File: config.mk
export PLATFORM = sky130hd
export DESIGN_NAME = pss_spi_slave
export DESIGN_NICKNAME = d
export VERILOG_FILES = /design/src/pss_sync.v /design/src/pss_buf2.v /design/src/pss_spi_slave.v
export VERILOG_INCLUDE_DIRS = /design/src
export SDC_FILE = /design/constraint.sdc
export NUM_CORES = 1
export LEC_CHECK = 0
export BUFFER_PORTS_ARGS = -buffer_cell sky130_fd_sc_hd__buf_2
export CAP_MARGIN = 20
export CORE_MARGIN = 1.5
export CORE_UTILIZATION = 45
export CTS_CLUSTER_DIAMETER = 150
export DETAILED_ROUTE_END_ITERATION = 16
export GPL_TIMING_DRIVEN = 0
export HOLD_SLACK_MARGIN = 0.06
export PLACE_DENSITY = 0.73
export SETUP_SLACK_MARGIN = 0.1
export SLEW_MARGIN = 5
export SYNTH_ARGS = -nofsm -noshare
export SYNTH_HDL_FRONTEND = slang
export SYNTH_HIERARCHICAL = 1
export SYNTH_SLANG_ARGS = --single-unit
export TNS_END_PERCENT = 100
File: constraint.sdc
create_clock -name i_mclk -period 3.5 [get_ports i_mclk]
set_clock_uncertainty 0.15 [all_clocks]
set_input_delay 0.525 -clock i_mclk [delete_from_list [all_inputs] [get_ports i_mclk]]
set_output_delay 0.525 -clock i_mclk [all_outputs]
set_load 0.01 [all_outputs]
File: src/pss_defs.vh
// Constants for the pressure sensor serial slave port
`ifndef PSS_DEFS_VH
`define PSS_DEFS_VH
`define PSS_ADDR_W          7
`define PSS_A_REF_LOW       7'h08
`define PSS_A_REF_MID       7'h09
`define PSS_A_REF_HIGH      7'h0A
`define PSS_A_IDENTITY      7'h0F
`define PSS_A_AVG_CFG       7'h10
`define PSS_A_CTRL_ONE      7'h20
`define PSS_A_CTRL_TWO      7'h21
`define PSS_A_CTRL_THREE    7'h22
`define PSS_A_CTRL_FOUR     7'h23
`define PSS_A_IRQ_CFG       7'h24
`define PSS_A_IRQ_SRC       7'h25
`define PSS_A_STATUS        7'h27
`define PSS_A_P_OUT_LOW     7'h28
`define PSS_A_P_OUT_MID     7'h29
`define PSS_A_P_OUT_HIGH    7'h2A
`define PSS_A_T_OUT_LOW     7'h2B
`define PSS_A_T_OUT_HIGH    7'h2C
`define PSS_A_QUEUE_CTRL    7'h2E
`define PSS_A_QUEUE_STAT    7'h2F
`define PSS_A_THS_LOW       7'h30
`define PSS_A_THS_HIGH      7'h31
`define PSS_A_OFS_LOW       7'h39
`define PSS_A_OFS_HIGH      7'h3A
`define PSS_RST_ZERO        8'h00
`define PSS_RST_AVG_CFG     8'h05
`define PSS_RST_OFS_LOW     8'h38
`define PSS_BIT_THREE_WIRE  0
`define PSS_BIT_READ        7
`define PSS_BIT_INCR        6
`define PSS_CMD_BITS        4'h8
`define PSS_ID_VALUE        8'h5A
`endif

File: src/pss_sync.v
// Three-stage pin synchroniser with agreement filter
`timescale 1ns/1ns
module pss_sync
#(
   parameter RESET_VAL = 1'b0
)
(
   input  wire i_mclk,
   input  wire i_srst,
   input  wire i_pin,
   output reg  o_level
);
   reg s1_q;
   reg s2_q;
   reg s3_q;

   // First stage feeds only the second; level moves when stages two and three agree
   always @(posedge i_mclk)
   begin
      if (i_srst)
      begin
         s1_q    <= RESET_VAL;
         s2_q    <= RESET_VAL;
         s3_q    <= RESET_VAL;
         o_level <= RESET_VAL;
      end
      else
      begin
         s1_q <= i_pin;
         s2_q <= s1_q;
         s3_q <= s2_q;
         if (s2_q == s3_q)
            o_level <= s3_q;
      end
   end
endmodule // pss_sync

File: src/pss_buf2.v
// Two-entry valid/ready buffer
`timescale 1ns/1ns
module pss_buf2
#(
   parameter WIDTH = 15
)
(
   input  wire             i_mclk,
   input  wire             i_srst,
   input  wire             i_valid,
   output wire             o_ready,
   input  wire [WIDTH-1:0] i_data,
   output wire             o_valid,
   input  wire             i_ready,
   output wire [WIDTH-1:0] o_data
);
   reg [WIDTH-1:0] mem_q [0:1];
   reg             wr_q;
   reg             rd_q;
   reg [1:0]       cnt_q;
   wire            push;
   wire            pop;

   assign o_ready = (cnt_q != 2'd2);
   assign o_valid = (cnt_q != 2'd0);
   assign o_data  = mem_q[rd_q];
   assign push    = i_valid & o_ready;
   assign pop     = o_valid & i_ready;

   // Pointers and occupancy; full stalls the source
   always @(posedge i_mclk)
   begin
      if (i_srst)
      begin
         wr_q  <= 1'b0;
         rd_q  <= 1'b0;
         cnt_q <= 2'd0;
      end
      else
      begin
         if (push)
            wr_q <= ~wr_q;
         if (pop)
            rd_q <= ~rd_q;
         if (push & ~pop)
            cnt_q <= cnt_q + 2'd1;
         else if (pop & ~push)
            cnt_q <= cnt_q - 2'd1;
      end
   end

   // Storage has no reset; it is only read while valid
   always @(posedge i_mclk)
   begin
      if (push)
         mem_q[wr_q] <= i_data;
   end
endmodule // pss_buf2

File: src/pss_spi_slave.v
// Serial slave port and register map of the pressure sensor
`timescale 1ns/1ns
`include "pss_defs.vh"
module pss_spi_slave
#(
   parameter ID_VALUE = `PSS_ID_VALUE  // Arbitrary identity value
)
(
   input  wire        i_mclk,
   input  wire        i_srst,
   input  wire        i_cs_n,
   input  wire        i_serial_port_clock,
   input  wire        i_serial_data_in,
   output reg         o_serial_data_in_out,
   output reg         o_serial_data_in_oe,
   output reg         o_serial_data_out,
   output reg         o_serial_data_out_oe,
   input  wire [23:0] i_pressure_raw,
   input  wire [15:0] i_temperature,
   input  wire [7:0]  i_status,
   input  wire [7:0]  i_irq_source,
   input  wire [7:0]  i_queue_status,
   output reg  [23:0] o_pressure_comp,
   output wire [23:0] o_ref_pressure_bits,
   output reg  [9:0]  o_pressure_avg_count,
   output reg  [6:0]  o_temperature_avg_count,
   output wire        o_three_wire_select,
   output wire [7:0]  o_control_one,
   output wire [7:0]  o_control_two,
   output wire [7:0]  o_control_three,
   output wire [7:0]  o_control_four,
   output wire [7:0]  o_irq_config,
   output wire [7:0]  o_queue_control,
   output wire [15:0] o_threshold,
   output wire [15:0] o_pressure_offset
);
   // Synchronised pins
   wire       cs_n_s;
   wire       sck_s;
   wire       sdi_s;
   reg        sck_prev_q;
   wire       sck_rise;
   wire       sck_fall;

   // Frame state
   reg [7:0]  cmd_q;
   reg [7:0]  shin_q;
   reg [7:0]  shout_q;
   reg [2:0]  bitcnt_q;
   reg        data_ph_q;
   reg        drive_q;
   reg        first_fall_q;
   reg [6:0]  addr_q;
   wire       is_read;

   // Registers
   reg [7:0]  ref_low_q;
   reg [7:0]  ref_mid_q;
   reg [7:0]  ref_high_q;
   reg [7:0]  avg_cfg_q;
   reg [7:0]  ctrl_one_q;
   reg [7:0]  ctrl_two_q;
   reg [7:0]  ctrl_three_q;
   reg [7:0]  ctrl_four_q;
   reg [7:0]  irq_cfg_q;
   reg [7:0]  queue_ctrl_q;
   reg [7:0]  ths_low_q;
   reg [7:0]  ths_high_q;
   reg [7:0]  ofs_low_q;
   reg [7:0]  ofs_high_q;
   reg [7:0]  rd_data;

   // Write buffer between serial capture and register file
   reg        wr_valid_d;
   reg [14:0] wr_word_d;
   wire       wr_ready;
   wire       wb_valid;
   wire [14:0] wb_word;

   pss_sync #(.RESET_VAL(1'b1)) u_sync_cs
   (
      .i_mclk  (i_mclk),
      .i_srst  (i_srst),
      .i_pin   (i_cs_n),
      .o_level (cs_n_s)
   );

   pss_sync #(.RESET_VAL(1'b1)) u_sync_sck
   (
      .i_mclk  (i_mclk),
      .i_srst  (i_srst),
      .i_pin   (i_serial_port_clock),
      .o_level (sck_s)
   );

   // In three-wire mode the shared pin carries command input
   pss_sync #(.RESET_VAL(1'b0)) u_sync_sdi
   (
      .i_mclk  (i_mclk),
      .i_srst  (i_srst),
      .i_pin   (i_serial_data_in),
      .o_level (sdi_s)
   );

   pss_buf2 #(.WIDTH(15)) u_wbuf
   (
      .i_mclk  (i_mclk),
      .i_srst  (i_srst),
      .i_valid (wr_valid_d),
      .o_ready (wr_ready),
      .i_data  (wr_word_d),
      .o_valid (wb_valid),
      .i_ready (1'b1),
      .o_data  (wb_word)
   );

   // Edge detection on the filtered clock level; edges ignored outside frames
   always @(posedge i_mclk)
   begin
      if (i_srst)
         sck_prev_q <= 1'b1;
      else
         sck_prev_q <= sck_s;
   end
   assign sck_rise = ~cs_n_s & sck_s & ~sck_prev_q;
   assign sck_fall = ~cs_n_s & ~sck_s & sck_prev_q;
   assign is_read  = cmd_q[`PSS_BIT_READ];

   // Read mux over the seven-bit address; reserved and unmapped read zero
   always @*
   begin
      case (addr_q)
         `PSS_A_REF_LOW:    rd_data = ref_low_q;
         `PSS_A_REF_MID:    rd_data = ref_mid_q;
         `PSS_A_REF_HIGH:   rd_data = ref_high_q;
         `PSS_A_IDENTITY:   rd_data = ID_VALUE[7:0];
         `PSS_A_AVG_CFG:    rd_data = avg_cfg_q;
         `PSS_A_CTRL_ONE:   rd_data = ctrl_one_q;
         `PSS_A_CTRL_TWO:   rd_data = ctrl_two_q;
         `PSS_A_CTRL_THREE: rd_data = ctrl_three_q;
         `PSS_A_CTRL_FOUR:  rd_data = ctrl_four_q;
         `PSS_A_IRQ_CFG:    rd_data = irq_cfg_q;
         `PSS_A_IRQ_SRC:    rd_data = i_irq_source;
         `PSS_A_STATUS:     rd_data = i_status;
         `PSS_A_P_OUT_LOW:  rd_data = o_pressure_comp[7:0];
         `PSS_A_P_OUT_MID:  rd_data = o_pressure_comp[15:8];
         `PSS_A_P_OUT_HIGH: rd_data = o_pressure_comp[23:16];
         `PSS_A_T_OUT_LOW:  rd_data = i_temperature[7:0];
         `PSS_A_T_OUT_HIGH: rd_data = i_temperature[15:8];
         `PSS_A_QUEUE_CTRL: rd_data = queue_ctrl_q;
         `PSS_A_QUEUE_STAT: rd_data = i_queue_status;
         `PSS_A_THS_LOW:    rd_data = ths_low_q;
         `PSS_A_THS_HIGH:   rd_data = ths_high_q;
         `PSS_A_OFS_LOW:    rd_data = ofs_low_q;
         `PSS_A_OFS_HIGH:   rd_data = ofs_high_q;
         default:           rd_data = `PSS_RST_ZERO;
      endcase
   end

   // Serial engine: capture on rise, shift out on fall
   always @(posedge i_mclk)
   begin
      wr_valid_d <= 1'b0;
      if (i_srst | cs_n_s)
      begin
         cmd_q        <= 8'h00;
         shin_q       <= 8'h00;
         shout_q      <= 8'h00;
         bitcnt_q     <= 3'd0;
         data_ph_q    <= 1'b0;
         drive_q      <= 1'b0;
         first_fall_q <= 1'b1;
         addr_q       <= 7'h00;
         wr_word_d    <= 15'h0000;
      end
      else
      begin
         // A rise before the frame's first fall is not a bit boundary
         if (sck_rise & ~first_fall_q)
         begin
            shin_q   <= {shin_q[6:0], sdi_s};
            bitcnt_q <= bitcnt_q + 3'd1;
            if (bitcnt_q == 3'd7)
            begin
               // One byte complete every 8 clocks
               data_ph_q <= 1'b1;
               if (!data_ph_q)
               begin
                  cmd_q  <= {shin_q[6:0], sdi_s};
                  addr_q <= {1'b0, shin_q[4:0], sdi_s};
               end
               else
               begin
                  if (!is_read)
                  begin
                     wr_valid_d <= wr_ready;
                     wr_word_d  <= {addr_q, shin_q[6:0], sdi_s};
                  end
                  if (cmd_q[`PSS_BIT_INCR])
                     addr_q <= addr_q + 7'd1;
               end
            end
         end
         if (sck_fall)
         begin
            first_fall_q <= 1'b0;
            // Byte boundary: load next read byte at start of bits 8, 16, ...
            if (data_ph_q & is_read & (bitcnt_q == 3'd0))
            begin
               shout_q <= {rd_data[6:0], 1'b0};
               o_serial_data_out    <= rd_data[7];
               o_serial_data_in_out <= rd_data[7];
               drive_q <= 1'b1;
            end
            else if (drive_q)
            begin
               shout_q <= {shout_q[6:0], 1'b0};
               o_serial_data_out    <= shout_q[7];
               o_serial_data_in_out <= shout_q[7];
            end
         end
      end
      if (i_srst)
      begin
         o_serial_data_out    <= 1'b0;
         o_serial_data_in_out <= 1'b0;
      end
   end

   // Drive only one pin in a read data phase, chosen by interface mode
   always @(posedge i_mclk)
   begin
      if (i_srst)
      begin
         o_serial_data_out_oe <= 1'b0;
         o_serial_data_in_oe  <= 1'b0;
      end
      else
      begin
         o_serial_data_out_oe <= drive_q & ~cs_n_s & ~ctrl_one_q[`PSS_BIT_THREE_WIRE];
         o_serial_data_in_oe  <= drive_q & ~cs_n_s & ctrl_one_q[`PSS_BIT_THREE_WIRE];
      end
   end

   // Register file: reset loads defaults, including calibration offset
   always @(posedge i_mclk)
   begin
      if (i_srst)
      begin
         ref_low_q    <= `PSS_RST_ZERO;
         ref_mid_q    <= `PSS_RST_ZERO;
         ref_high_q   <= `PSS_RST_ZERO;
         avg_cfg_q    <= `PSS_RST_AVG_CFG;
         ctrl_one_q   <= `PSS_RST_ZERO;
         ctrl_two_q   <= `PSS_RST_ZERO;
         ctrl_three_q <= `PSS_RST_ZERO;
         ctrl_four_q  <= `PSS_RST_ZERO;
         irq_cfg_q    <= `PSS_RST_ZERO;
         queue_ctrl_q <= `PSS_RST_ZERO;
         ths_low_q    <= `PSS_RST_ZERO;
         ths_high_q   <= `PSS_RST_ZERO;
         ofs_low_q    <= `PSS_RST_OFS_LOW;
         ofs_high_q   <= `PSS_RST_ZERO;
      end
      else if (wb_valid)
      begin
         // Writes to read-only or reserved addresses are dropped
         case (wb_word[14:8])
            `PSS_A_REF_LOW:    ref_low_q    <= wb_word[7:0];
            `PSS_A_REF_MID:    ref_mid_q    <= wb_word[7:0];
            `PSS_A_REF_HIGH:   ref_high_q   <= wb_word[7:0];
            `PSS_A_AVG_CFG:    avg_cfg_q    <= wb_word[7:0];
            `PSS_A_CTRL_ONE:   ctrl_one_q   <= wb_word[7:0];
            `PSS_A_CTRL_TWO:   ctrl_two_q   <= wb_word[7:0];
            `PSS_A_CTRL_THREE: ctrl_three_q <= wb_word[7:0];
            `PSS_A_CTRL_FOUR:  ctrl_four_q  <= wb_word[7:0];
            `PSS_A_IRQ_CFG:    irq_cfg_q    <= wb_word[7:0];
            `PSS_A_QUEUE_CTRL: queue_ctrl_q <= wb_word[7:0];
            `PSS_A_THS_LOW:    ths_low_q    <= wb_word[7:0];
            `PSS_A_THS_HIGH:   ths_high_q   <= wb_word[7:0];
            `PSS_A_OFS_LOW:    ofs_low_q    <= wb_word[7:0];
            `PSS_A_OFS_HIGH:   ofs_high_q   <= wb_word[7:0];
            default:           ref_low_q    <= ref_low_q;
         endcase
      end
   end

   // Reference added to sensor pressure; averaging fields decoded to counts
   always @(posedge i_mclk)
   begin
      if (i_srst)
      begin
         o_pressure_comp         <= 24'h000000;
         o_pressure_avg_count    <= 10'd8;
         o_temperature_avg_count <= 7'd8;
      end
      else
      begin
         o_pressure_comp <= i_pressure_raw + o_ref_pressure_bits;
         case (avg_cfg_q[3:2])
            2'b00:   o_pressure_avg_count <= 10'd8;
            2'b01:   o_pressure_avg_count <= 10'd32;
            2'b10:   o_pressure_avg_count <= 10'd128;
            default: o_pressure_avg_count <= 10'd512;
         endcase
         case (avg_cfg_q[1:0])
            2'b00:   o_temperature_avg_count <= 7'd8;
            2'b01:   o_temperature_avg_count <= 7'd16;
            2'b10:   o_temperature_avg_count <= 7'd32;
            default: o_temperature_avg_count <= 7'd64;
         endcase
      end
   end

   assign o_ref_pressure_bits = {ref_high_q, ref_mid_q, ref_low_q};
   assign o_three_wire_select = ctrl_one_q[`PSS_BIT_THREE_WIRE];
   assign o_control_one       = ctrl_one_q;
   assign o_control_two       = ctrl_two_q;
   assign o_control_three     = ctrl_three_q;
   assign o_control_four      = ctrl_four_q;
   assign o_irq_config        = irq_cfg_q;
   assign o_queue_control     = queue_ctrl_q;
   assign o_threshold         = {ths_high_q, ths_low_q};
   assign o_pressure_offset   = {ofs_high_q, ofs_low_q};
endmodule // pss_spi_slave

**After elaboration in Yosys (flattened, before gate mapping)**

Memory sizes are Yosys's and may differ from the RTL's. A register that Yosys moved wholly into a read port is not among the register bits.
Index checks and enable logic that the tools add are counted.
Widths: inputs -> output; s select.

- Multiply operators: 0
- Reduce and logical (&&, ||, !) cells: 28
- Shift operators: 0
- Div/mod/pow operators: 0
- Muxes and demuxes: 15
- Eq/ne operators: 47
- Bitwise gates (word level): 28
- Magnitude comparators: 0
- $add $sub $neg: 5

Operator list:

| cell | number |
|---|---|
| $eq 7x6->1 const B | 28 |
| $pmux 8 s23 | 1 |
| $eq 7x4->1 const B | 7 |
| $reduce_and 2->1 | 17 |
| $pmux 10 s3 | 1 |
| $add 24x24->24 | 1 |
| $pmux 7 s3 | 1 |
| $mux 8 | 2 |
| $eq 7x5->1 const B | 2 |
| $mux 7 | 2 |
| $not 1->1 | 14 |
| $and 1x1->1 | 13 |
| $reduce_and 3->1 | 3 |
| $add 7x1->7 const B | 1 |
| $mux 1 | 6 |
| $reduce_bool 2->1 | 3 |
| $reduce_or 5->1 | 1 |
| $eq 2x1->1 const B | 2 |
| $eq 2x2->1 const B | 2 |
| $logic_not 2->1 | 2 |
| $mux 2 | 2 |
| $ne 2x2->1 const B | 2 |
| $reduce_and 4->1 | 1 |
| $add 3x1->3 const B | 1 |
| other kinds (6) | 8 |

- Word-level logic and storage cells: 170
- Memory bits (writable): 30
- Latch bits: 0
- ROM bits: 0
- Bits in registers: 225
- Input bits: 69
- Output and inout bits: 150
- Memories kept: 1

Memory list:

| name | depth | width | read ports | clocked after Yosys merged registers in | wr ports | RTL line | RTL |
|---|---|---|---|---|---|---|---|
| u_wbuf.mem_q | 2 | 15 | 1 | 1 | 1 | pss_buf2.v:17 | `reg [WIDTH-1:0] mem_q [0:1];` |

**Logic depth before layout (Yosys ltp)**

- Word-level depth: 6
- Depth in mapped cells: 11
- Depth with buffers taken out: 9

**Modules after synthesis**

Netlist, hierarchy kept.

Modules (own cells, without submodules):

| module | times used | cells an instance | seq. area each (µm²) | area each (µm²) |
|---|---|---|---|---|
| pss_spi_slave | 1 | 1107 | 3863.7 | 9577.9 |
| pss_buf2 | 1 | 71 | 1001.0 | 1305.0 |
| pss_sync at u_sync_cs ... | 2 | 10 | 80.1 | 115.1 |
| pss_sync at u_sync_sdi | 1 | 10 | 80.1 | 112.6 |

**Worst setup path after synthesis**

Ideal clock, no wire load.

- Path type: input -> register
- From: input i_pressure_raw[7]
- To: register o_pressure_comp[22]
- Data arrival time: 2536 ps
- Slack: 693 ps
- Stages: 9
- Setup time: 121 ps
- Data required time: 3229 ps
- Buffers on the path: 1
- Cells stage by stage: ha_1 -> clkbuf_1 -> a21oi_1 -> nor2_1 -> o21a_1 -> or4_1 -> o211a_1 -> o22ai_1 -> mux2_2

- Cells in the longest elaborated chain, start to end: 1

Ends and longest elaborated chain:

| item | RTL line | RTL |
|---|---|---|
| from (decl) | pss_spi_slave.v:18 | `input wire [23:0] i_pressure_raw,` |
| $add 24x24->24 | pss_spi_slave.v:299 | `o_pressure_comp <= i_pressure_raw + o_ref_pressure_bits;` |
| to (signal assigned) | pss_spi_slave.v:299 |  |
| to (decl) | pss_spi_slave.v:23 | `output reg [23:0] o_pressure_comp,` |

No other way between the ends.
A chain may end at the register's enable or synchronous reset.

**Final worst setup path**

- From: register addr_q[0]
- To: register shout_q[7]

- Cells in the longest elaborated chain, start to end: 3
- Elaborated cells on any way between the ends: 25
- Classes of those cells: eq/ne (23); mux (2)

Ends and longest elaborated chain:

| item | RTL line | RTL |
|---|---|---|
| from (decl) | pss_spi_slave.v:53 | `reg [6:0] addr_q;` |
| from (signal assigned) | pss_spi_slave.v:190 | `addr_q <= {1'b0, shin_q[4:0], sdi_s};` |
| from (signal assigned) | pss_spi_slave.v:200 | `addr_q <= addr_q + 7'd1;` |
| $eq 7x6->1 (tied with other cells) | pss_spi_slave.v:132 | `case (addr_q)` |
| $pmux 8 s23 * | pss_spi_slave.v:132 |  |
| $mux 8 * | pss_spi_slave.v:208 | `if (data_ph_q & is_read & (bitcnt_q == 3'd0))` |
| to (signal assigned) | pss_spi_slave.v:210 | `shout_q <= {rd_data[6:0], 1'b0};` |
| to (signal assigned) | pss_spi_slave.v:217 | `shout_q <= {shout_q[6:0], 1'b0};` |
| to (decl) | pss_spi_slave.v:48 | `reg [7:0] shout_q;` |

Every way passes the cells marked *; elsewhere a longest branch is shown, timed or not.

==> flow_summary.json <==
{
  "cts_tree": "built",
  "rsz0062_at_grt": "false",
  "numPortBuffers": 209,
  "crit_buf_inv": 2,
  "critPathCaptureType": "register",
  "numCtsBuffers": 25,
  "diodes": 0,
  "top_register": "u_wbuf/mem_q",
  "dominantRegCellSynth": "dfxtp_1",
  "ys_ff_latch": 240,
  "fin_crit_sh_pct": 93.5,
  "hpwlAfterDp_mm": 31.1,
  "synth.top_cells.by_area": "dfxtp_1 (37%), mux2i_1 (9.6%), edfxtp_1 (8.0%), nor2_1 (5.5%), a21oi_1 (3.7%)",
  "crit_fanout": 10,
  "yosysTopAreaCell": "dfxtp_1",
  "syn_to_final_growth_pct": 21.6,
  "ant_nets": 0,
  "netlist_area_mm2": 0.0112,
  "synth_common_cells": "dfxtp_1 (210), nor2_1 (163), nand2_1 (110)",
  "ys_async_sr_fraction_pct": 0,
  "synth_top_area_share_pct": 37.4,
  "setup_viol": 0,
  "final_max_slew_viol_count": 0,
  "synth_warnings": 6,
  "num-fill-cells": 2245,
  "drtPass1Iterations": 6,
  "die_h_um": 161,
  "drive_gt1_share_pct": 21.8,
  "largest_reg_flops": 30,
  "die_area_mm2": 0.0259,
  "max_freq_ghz": 0.306,
  "globalplace.congestion": 0.973,
  "synth_edf_count": 30,
  "cp.required_ns": 3.75,
  "post-synth-top-count-cell": "dfxtp_1",
  "clk_latency_ns": 0.53,
  "rows": 57,
  "max_slew_margin_pct": 18.9,
  "ir_drop_v": 0.000289,
  "final.min_clock_period_ns": 3.27,
  "clock_path_buffers": 3,
  "vias": 10600,
  "hp-class": "in -> reg",
  "die_x_um": 161,
  "status": "complete, no violations",
  "via_per_inst": 5.89,
  "gr-total-overflow": 0,
  "drt_iter0_drc": 1292,
  "tightest_slew_ns": 1.21,
  "crit_chain": "inv_1 -> ha_1 -> clkbuf_2 -> nand2_1 -> nor2_2 -> a22o_1 -> a221oi_1 -> nand4_1 -> nor2_1 -> a211oi_1",
  "grtUsageTotal_pct": 31.2,
  "grt_pass1_vias": 9883,
  "critPathKind": "reg -> reg",
  "cap_viol_max_count": 0,
  "hold_violations": 0,
  "cts_sinks": 240,
  "grt_antenna_before_repair": 0,
  "clockRootBuffer": "clkbuf_16",
  "p_leak_nw": 5.91,
  "cp_top_family": "simple AND/OR/NAND/NOR gates",
  "critPathMaxStageDelay_ns": 0.54,
  "arrival_ns": 3.52,
  "htreeDepth": 1,
  "power_density_mw_per_mm2": 423,
  "finalSetupTns_ns": 0,
  "grt_max_degree": 25,
  "synthCells": 1208,
  "grt_pass1_wl_mm": 60.8,
  "yosysSeqAreaShare_pct": 45.5,
  "drt_wl_total_mm": 41.2,
  "path_clk_slew_ns": 0.06,
  "top_regs": "u_wbuf/mem_q (30), o_pressure_comp (24), wr_word_d (15)",
  "route.detailed.drc": 0,
  "post_drt_wl_per_cell_um": 22.9,
  "fin_nets": 1561,
  "worstSetupStartpointType": "register",
  "synth_cell_types": 72,
  "finalPower_w": 0.00577,
  "start_util_pct": 46.0,
  "syn_avg_cell_area_um2": 9.29,
  "boundaryPins": 219,
  "coreArea_mm2": 0.0244,
  "worst_path_max_delay_cell": "a221oi_1"
}
layout by cell type, fill, tap and decap left out, drive strengths merged, types with 15 or more instances in the layout:
cell type  netlist  routed
nand2b          17      17
a21oi           83      83
edfxtp          30      30
a22oi           42      42
buf             26     240
mux2            23      23
nand2          110     110
a22o            15      15
o21ai           24      24
clkbuf          52      89
and3            16      16
inv             14      15
nor2           170     170
nand4           20      20
a21o            17      17
nand3           27      27
mux2i          108     108
ha              31      31
dfxtp          210     210
nor3            21      21
worst register-to-register path, stage by stage, from the launching register on:
cell      delay, ns
dfxtp_1        0.49
inv_1          0.14
ha_1           0.21
clkbuf_2       0.25
nand2_1        0.30
nor2_2         0.20
a22o_1         0.26
a221oi_1       0.54
nand4_1        0.28
nor2_1         0.26
a211oi_1       0.08
power by group:
group | switching, W | total [W] | internal [W]
Clock | 0.00109 | 0.00274 | 0.00165
Sequential | 0.0000189 | 0.00282 | 0.00280
Combinational | 0.000129 | 0.000210 | 0.0000811
stage by stage:
step	setup WS [ns]	util [%]	cells	instance area (um2)	hold slack, ns
after global placement	0.00910	52.1	1749	12700	0.237
final	0.229	56.0	1803	13700	0.227
after detailed placement	0.0337	52.2	1751	12700	0.240
after global routing	0.160	56.0	1803	13700	0.245
after floorplan	0.693	-	1216	11300	0.233
after CTS	0.111	55.9	1802	13600	0.230
final timing paths:
kind,from,end,slack [ns],cells past startpoint
setup reg to reg,addr_q[0],shout_q[7],0.23,10
setup / recovery,addr_q[0],shout_q[7],0.23,10
hold reg to reg,u_sync_sck/s1_q,u_sync_sck/s2_q,0.25,1
hold / removal,i_pressure_raw[0],o_pressure_comp[0],0.23,3
metal layers:
| layer | track usage, % | up-vias | wire length (um) |
|---|---|---|---|
| li1 | - | 4850 | - |
| met1 | 42.6 | 5019 | 16800 |
| met2 | 48.7 | 621 | 18300 |
| met3 | 4.98 | 121 | 4080 |
| met4 | 13.3 | 0 | 1980 |
| met5 | 0 | - | 0 |
area by class of cell:
| cell class | instances | area [um2] | share of cell area (%) |
|---|---|---|---|
| buffer | 78 | 353 | 2.58 |
| clock buffer | 37 | 722 | 5.29 |
| clock inverter | 9 | 128 | 0.935 |
| inverter | 14 | 52.6 | 0.385 |
| multi-input combinational | 884 | 5760 | 42.2 |
| sequential | 240 | 5100 | 37.4 |
| tap | 324 | 405 | 2.97 |
| timing repair buffer | 217 | 1120 | 8.24 |
what timing repair did:
item / 4_1_cts / 5_1_grt
pin swaps: 1 / 0
setup buffers: 2 / 0
hold endpoints to repair: 3 / 0
hold buffers: 3 / 0
resized for setup: 3 / 6
endpoints found under the setup margin: 12 / 8
kinds of logic (layout without fill, tap and decap cells):
logic type | after synthesis | after routing | synth area share [%]
buffers and inverters | 92 | 355 | 3.59
adder cells (fa/ha/maj) | 32 | 32 | 3.63
AND/OR/NAND/NOR | 453 | 453 | 19.5
other | 2 | 10 | 0.0669
flip-flops | 240 | 240 | 45.5
AO/OA/AOI/OAI | 243 | 243 | 14.7
XOR/XNOR | 15 | 15 | 1.17
multiplexers | 131 | 131 | 11.9
(Power assumes the default switching activity.)
